--- config.mk ---
export PLATFORM = sky130hd
export DESIGN_NAME = power_mode_gate
export DESIGN_NICKNAME = d
export VERILOG_FILES = /design/src/design/power_gate_pkg.sv /design/src/design/output_pad_stage.sv /design/src/design/power_mode_gate.sv
export SDC_FILE = /design/constraint.sdc
export NUM_CORES = 1
export LEC_CHECK = 0
export BUFFER_PORTS_ARGS = -buffer_cell sky130_fd_sc_hd__buf_2
export CAP_MARGIN = 10
export CORE_MARGIN = 1.5
export CORE_UTILIZATION = 45
export CTS_CLUSTER_DIAMETER = 50
export DETAILED_ROUTE_END_ITERATION = 8
export GPL_ROUTABILITY_DRIVEN = 1
export PLACE_DENSITY = 0.67
export SKIP_LAST_GASP = 1
export SYNTH_ARGS = -nofsm -noshare
export SYNTH_HDL_FRONTEND = slang
export SYNTH_SLANG_ARGS = --single-unit
--- constraint.sdc ---
create_clock -name clock -period 3.5 [get_ports clock]
set_input_delay 0.7 -clock clock [delete_from_list [all_inputs] [get_ports clock]]
set_output_delay 0.7 -clock clock [all_outputs]
set_load 0.01 [all_outputs]
--- src/design/power_gate_pkg.sv ---
package power_gate_pkg;
  localparam int unsigned DATA_W         = 12;
  localparam int unsigned CLOCK_HZ       = 20_000_000;
  localparam int unsigned NAP_CYCLES     = 100;
  localparam int unsigned SLEEP_WAIT_US  = 2000;
  localparam int unsigned SLEEP_CYCLES   = SLEEP_WAIT_US * (CLOCK_HZ / 1_000_000);
  localparam int unsigned CNT_W          = 16;
  localparam logic [CNT_W-1:0] CNT_ZERO  = 16'h0000;
  localparam logic [CNT_W-1:0] CNT_ONE   = 16'h0001;
  localparam logic [DATA_W-1:0] DATA_ZERO = 12'h000;

  typedef enum logic [3:0] {
    ST_NORMAL  = 4'b0001,
    ST_SLEEP   = 4'b0010,
    ST_NAP     = 4'b0100,
    ST_RECOVER = 4'b1000
  } power_state_t;

  typedef struct packed {
    logic [DATA_W-1:0] data;
    logic              overrange_flag;
  } sample_t;

  typedef struct packed {
    sample_t value;
    logic    data_oe;
    logic    sample_clock_out;
    logic    clock_oe;
  } pad_out_t;
endpackage : power_gate_pkg

--- src/design/output_pad_stage.sv ---
`timescale 1ns/100ps
module output_pad_stage (
  input  wire logic                      clock,
  input  wire logic                      rst,
  input  wire power_gate_pkg::sample_t   sample_in,
  input  wire logic                      drive_en,
  input  wire logic                      clock_phase,
  output      power_gate_pkg::pad_out_t  pads
);
  import power_gate_pkg::*;

  typedef struct packed {
    pad_out_t out;
  } pad_state_t;

  pad_state_t state_reg;
  pad_state_t state_next;

  always_comb begin
    state_next = state_reg;
    state_next.out.value            = sample_in;
    state_next.out.data_oe          = drive_en;
    state_next.out.clock_oe         = drive_en;
    state_next.out.sample_clock_out = clock_phase;
    if (!drive_en) begin
      state_next.out.value.data           = DATA_ZERO;
      state_next.out.value.overrange_flag = 1'b0;
    end
  end

  always_ff @(posedge clock) begin
    if (rst) begin
      state_reg <= '0;
    end else begin
      state_reg <= state_next;
    end
  end

  assign pads = state_reg.out;
endmodule : output_pad_stage

--- src/design/power_mode_gate.sv ---
`timescale 1ns/100ps
module power_mode_gate #(
  parameter int unsigned SLEEP_WAIT = power_gate_pkg::SLEEP_CYCLES
) (
  input  wire logic                      clock,
  input  wire logic                      rst,
  input  wire logic                      power_down_select,
  input  wire logic                      output_disable,
  input  wire power_gate_pkg::sample_t   sample_in,
  output      power_gate_pkg::pad_out_t  pads,
  output      logic                      data_valid,
  output      logic                      reference_on,
  output      logic                      converter_on
);
  import power_gate_pkg::*;

  typedef struct packed {
    power_state_t     mode;
    logic [CNT_W-1:0] wait_cnt;
    logic             valid;
    logic             ref_on;
    logic             conv_on;
    logic             phase;
    logic             drive;
  } ctrl_state_t;

  ctrl_state_t state_reg;
  ctrl_state_t state_next;

  always_comb begin
    state_next = state_reg;
    // Divided phase toggles every encode edge so the copy stays registered
    state_next.phase = ~state_reg.phase;
    unique case (state_reg.mode)
      ST_NORMAL: begin
        if (power_down_select) begin
          state_next.mode = output_disable ? ST_SLEEP : ST_NAP;
        end
      end
      ST_SLEEP: begin
        if (!power_down_select) begin
          state_next.mode     = ST_RECOVER;
          state_next.wait_cnt = CNT_W'(SLEEP_WAIT);
        end else if (!output_disable) begin
          state_next.mode = ST_NAP;
        end
      end
      ST_NAP: begin
        if (!power_down_select) begin
          state_next.mode     = ST_RECOVER;
          state_next.wait_cnt = CNT_W'(NAP_CYCLES);
        end else if (output_disable) begin
          state_next.mode = ST_SLEEP;
        end
      end
      ST_RECOVER: begin
        if (power_down_select) begin
          state_next.mode = output_disable ? ST_SLEEP : ST_NAP;
        end else if (state_reg.wait_cnt <= CNT_ONE) begin
          state_next.mode     = ST_NORMAL;
          state_next.wait_cnt = CNT_ZERO;
        end else begin
          state_next.wait_cnt = state_reg.wait_cnt - CNT_ONE;
        end
      end
      default: begin
        state_next.mode = ST_NORMAL;
      end
    endcase
    state_next.valid   = (state_next.mode == ST_NORMAL);
    state_next.conv_on = (state_next.mode != ST_SLEEP)
                       && (state_next.mode != ST_NAP);
    state_next.ref_on  = (state_next.mode != ST_SLEEP);
    // Recovery still drives pins; only data_valid marks the samples bad
    state_next.drive   = !output_disable
                       && !power_down_select;
  end

  always_ff @(posedge clock) begin
    if (rst) begin
      state_reg <= '{mode: ST_NORMAL, wait_cnt: CNT_ZERO, valid: 1'b1,
                     ref_on: 1'b1, conv_on: 1'b1, phase: 1'b0,
                     drive: 1'b0};
    end else begin
      state_reg <= state_next;
    end
  end

  output_pad_stage pad_stage (
    .clock       (clock),
    .rst         (rst),
    .sample_in   (sample_in),
    .drive_en    (state_reg.drive),
    .clock_phase (state_reg.phase),
    .pads        (pads)
  );

  assign data_valid   = state_reg.valid;
  assign reference_on = state_reg.ref_on;
  assign converter_on = state_reg.conv_on;
endmodule : power_mode_gate

==> impl_metrics.csv <==
group,metric,value,unit
sta,slew_headroom,0.536,
final_layout,drive_above_1_share,0.274,
die,die_h,66.4,µm
die,core-area,0.00377,mm²
clock_network,ctsRootBufferMaster,"clkbuf_8",
power_and_ir_drop,ir_drop,0.184,mV
sta,fin_setup_tns,0,ns
critical_path,critical_path.max_fanout,9,
clock_network,cts.sinks,40,
sta,rsz0062_at_grt,"no",
sta,setup_violations,0,
flow_run,maxCapViolCount,0,
synthesis,synth_edf_count,0,
synthesis,synth.avg_cell_area,9.43,µm²
die,rows,22,
critical_path,crit_arrival,2.26,ns
critical_path,cp_data_required_time,3.73,ns
clock_network,postCtsHoldBufs,0,
final_layout,antenna_cells,0,
clock_network,ctsLongestPathBuffers,2,
final_layout,regArea,801,µm²
placed_design,dp_hpwl,2.60,mm
global_routing,gr-total-overflow,0,
power_and_ir_drop,p_per_area,410,mW/mm²
placed_design,io_buffers,35,
route,vias,1494,
die,die_area,0.00441,mm²
final_layout,largest_reg_flops,22,
sta,finalCriticalPeriod,2.03,ns
final_layout,nFillCells,364,
global_routing,grt_pass1_wl,6.02,mm
synthesis,yosysWarnings,0,
clock_network,cts_buffers,5,
global_routing,antenna_found_initial,0,
route,drc_errors,0,
synthesis,synth_seq_area_share,0.442,
synthesis,syn_area,0.00181,mm²
critical_path,critPathLaunchType,"flop",
route,wl_per_cell,13.6,µm
die,die_x,66.4,µm
placed_design,gp_congestion,0.816,
final_layout,multi_input_area,921,µm²
placed_design,place_area,0.00198,mm²
power_and_ir_drop,intPower,0.000649,W
clock_network,cts_max_level,2,
synthesis,async_flop_share,0,
route,dr.pass1.iters,4,
final_layout,final_common_cell,"dfxtp_1",
sta,finalCritPeriodShare,0.580,
synthesis,syn_nets,211,
power_and_ir_drop,seqPwrFrac,0.557,
synthesis,ys_seq_elements,40,
power_and_ir_drop,p_clk_frac,0.378,
critical_path,critPathCaptureType,"flop",
die,pin_count,36,
clock_network,post_cts_resized,0,
clock_network,clock_latency,0.29,ns
power_and_ir_drop,p_switching,0.000203,W
route,viasPerCell,5.45,
final_layout,syn_to_final_growth,14.9,%
power_and_ir_drop,leakagePower,0.848,nW
global_routing,grt_max_degree,24,
sta,hold_viol_final,0,
critical_path,crit_type,"reg -> reg",
final_layout,nets,244,
route,ant_nets,0,
global_routing,grt_pass1_vias,1297,
final_layout,final_area,0.00208,mm²
sta,skew,0.00663,ns
hold_path,hp-class,"reg -> reg",
sta,worst_pin_slew,0.691,ns
clock_network,clk_pin_slew_worst_paths,0.08,ns
synthesis,netlist_instances,192,
clock_network,cts_tree,"yes",
outcome,status,"finished, final reports clean",
global_routing,gr-usage-all-layers,0.179,
sta,slew_violations,0,
final_layout,final_cell_mix,"dfxtp_1, buf_2, nor2_1, nand2_1, and2_1",
synthesis,synth_cell_types,50,
route,drt_iter0_drc,112,
synthesis,yosys_most_used_dff,"dfxtp_1",
sta,fmax,493,MHz
route,routed_wirelength,3.73,mm
power_and_ir_drop,p_sw_frac,0.238,
clock_network,post_cts_buffers,0,
die,initial_utilization,0.480,
power_and_ir_drop,power_frac_comb,0.066,
-- final timing paths --
path / start / endpoint / slack [ns] / cells past startpoint
max reg2reg: state_reg[5] / state_reg[19] / 1.47 / 6
min: state_reg[1] / state_reg[1] / 0.40 / 1
min reg2reg: state_reg[1] / state_reg[1] / 0.40 / 1
max: state_reg[5] / state_reg[19] / 1.47 / 6
-- layout make-up --
class	instances	share of cell area
timing repair buffer	36	0.0878
inverter	5	0.00902
clock inverter	2	0.00722
multi-input combinational	137	0.443
tap	48	0.0289
clock buffer	6	0.0397
sequential	40	0.385
-- worst max-delay path, cell delays in order, from the launching register on --
cell     delay, ns
dfxtp_1       0.36
inv_1         0.11
ha_1          0.20
nor3b_2       0.49
nand4_1       0.19
or4b_1        0.53
o21ai_1       0.08
-- cell usage after synthesis, types with 3 or more instances --
cell type,instances,area (µm²)
dfxtp_1,40,801
clkbuf_1,3,11.3
a21oi_1,12,60.1
nand3_1,6,30.0
nor2b_1,3,18.8
nor4_1,3,18.8
nor2_1,15,56.3
a21oi_2,3,26.3
buf_6,3,33.8
nand2_1,15,56.3
a31oi_1,3,18.8
nand4_1,5,31.3
and2_1,13,81.3
o21ai_0,7,35.0
inv_1,5,18.8
nor4_2,3,37.5
nor3_1,9,45.0
-- power by group through the flow --
stage / combinational, W / sequential (W) / clock [W]
finish: 0.0000560 / 0.000474 / 0.000322
global route: 0.0000628 / 0.000476 / 0.000353
CTS: 0.0000565 / 0.000474 / 0.000333
detailed placement: 0.0000561 / 0.000485 / 0
global placement: 0.0000559 / 0.000485 / 0
floorplan: 0.0000394 / 0.000484 / 0
-- layer usage --
| metal | vias to the layer above | wire length (µm) | track usage |
|---|---|---|---|
| met5 | - | 0 | 0 |
| met4 | 0 | 40 | 0.0663 |
| met3 | 4 | 145 | 0.0392 |
| met2 | 33 | 1720 | 0.259 |
| met1 | 697 | 1830 | 0.259 |
| li1 | 760 | - | - |
-- cells by family (layout without fill, tap and decap cells) --
family | Yosys count | count (layout) | synth area share
AOI/OAI and AO/OA | 45 | 45 | 0.180
xor gates and xnor gates | 1 | 1 | 0.00899
adders and majority gates | 2 | 2 | 0.0138
buffers and inverters | 15 | 49 | 0.0491
DFF | 40 | 40 | 0.442
and+or+nand+nor | 89 | 89 | 0.305
-- per-stage QoR --
stage | setup WS (ns) | std cells | hold slack [ns] | total power [W] | util
3_3_place_gp | 1.57 | 266 | 0.387 | 0.000541 | 0.526
2_1_floorplan | 1.76 | 192 | 0.379 | 0.000523 | -
6_report | 1.47 | 274 | 0.401 | 0.000852 | 0.552
3_5_place_dp | 1.55 | 266 | 0.394 | 0.000541 | 0.526
5_1_grt | 1.30 | 274 | 0.422 | 0.000892 | 0.552
4_1_cts | 1.50 | 274 | 0.405 | 0.000863 | 0.552
Power figures use the tool's default switching activity.
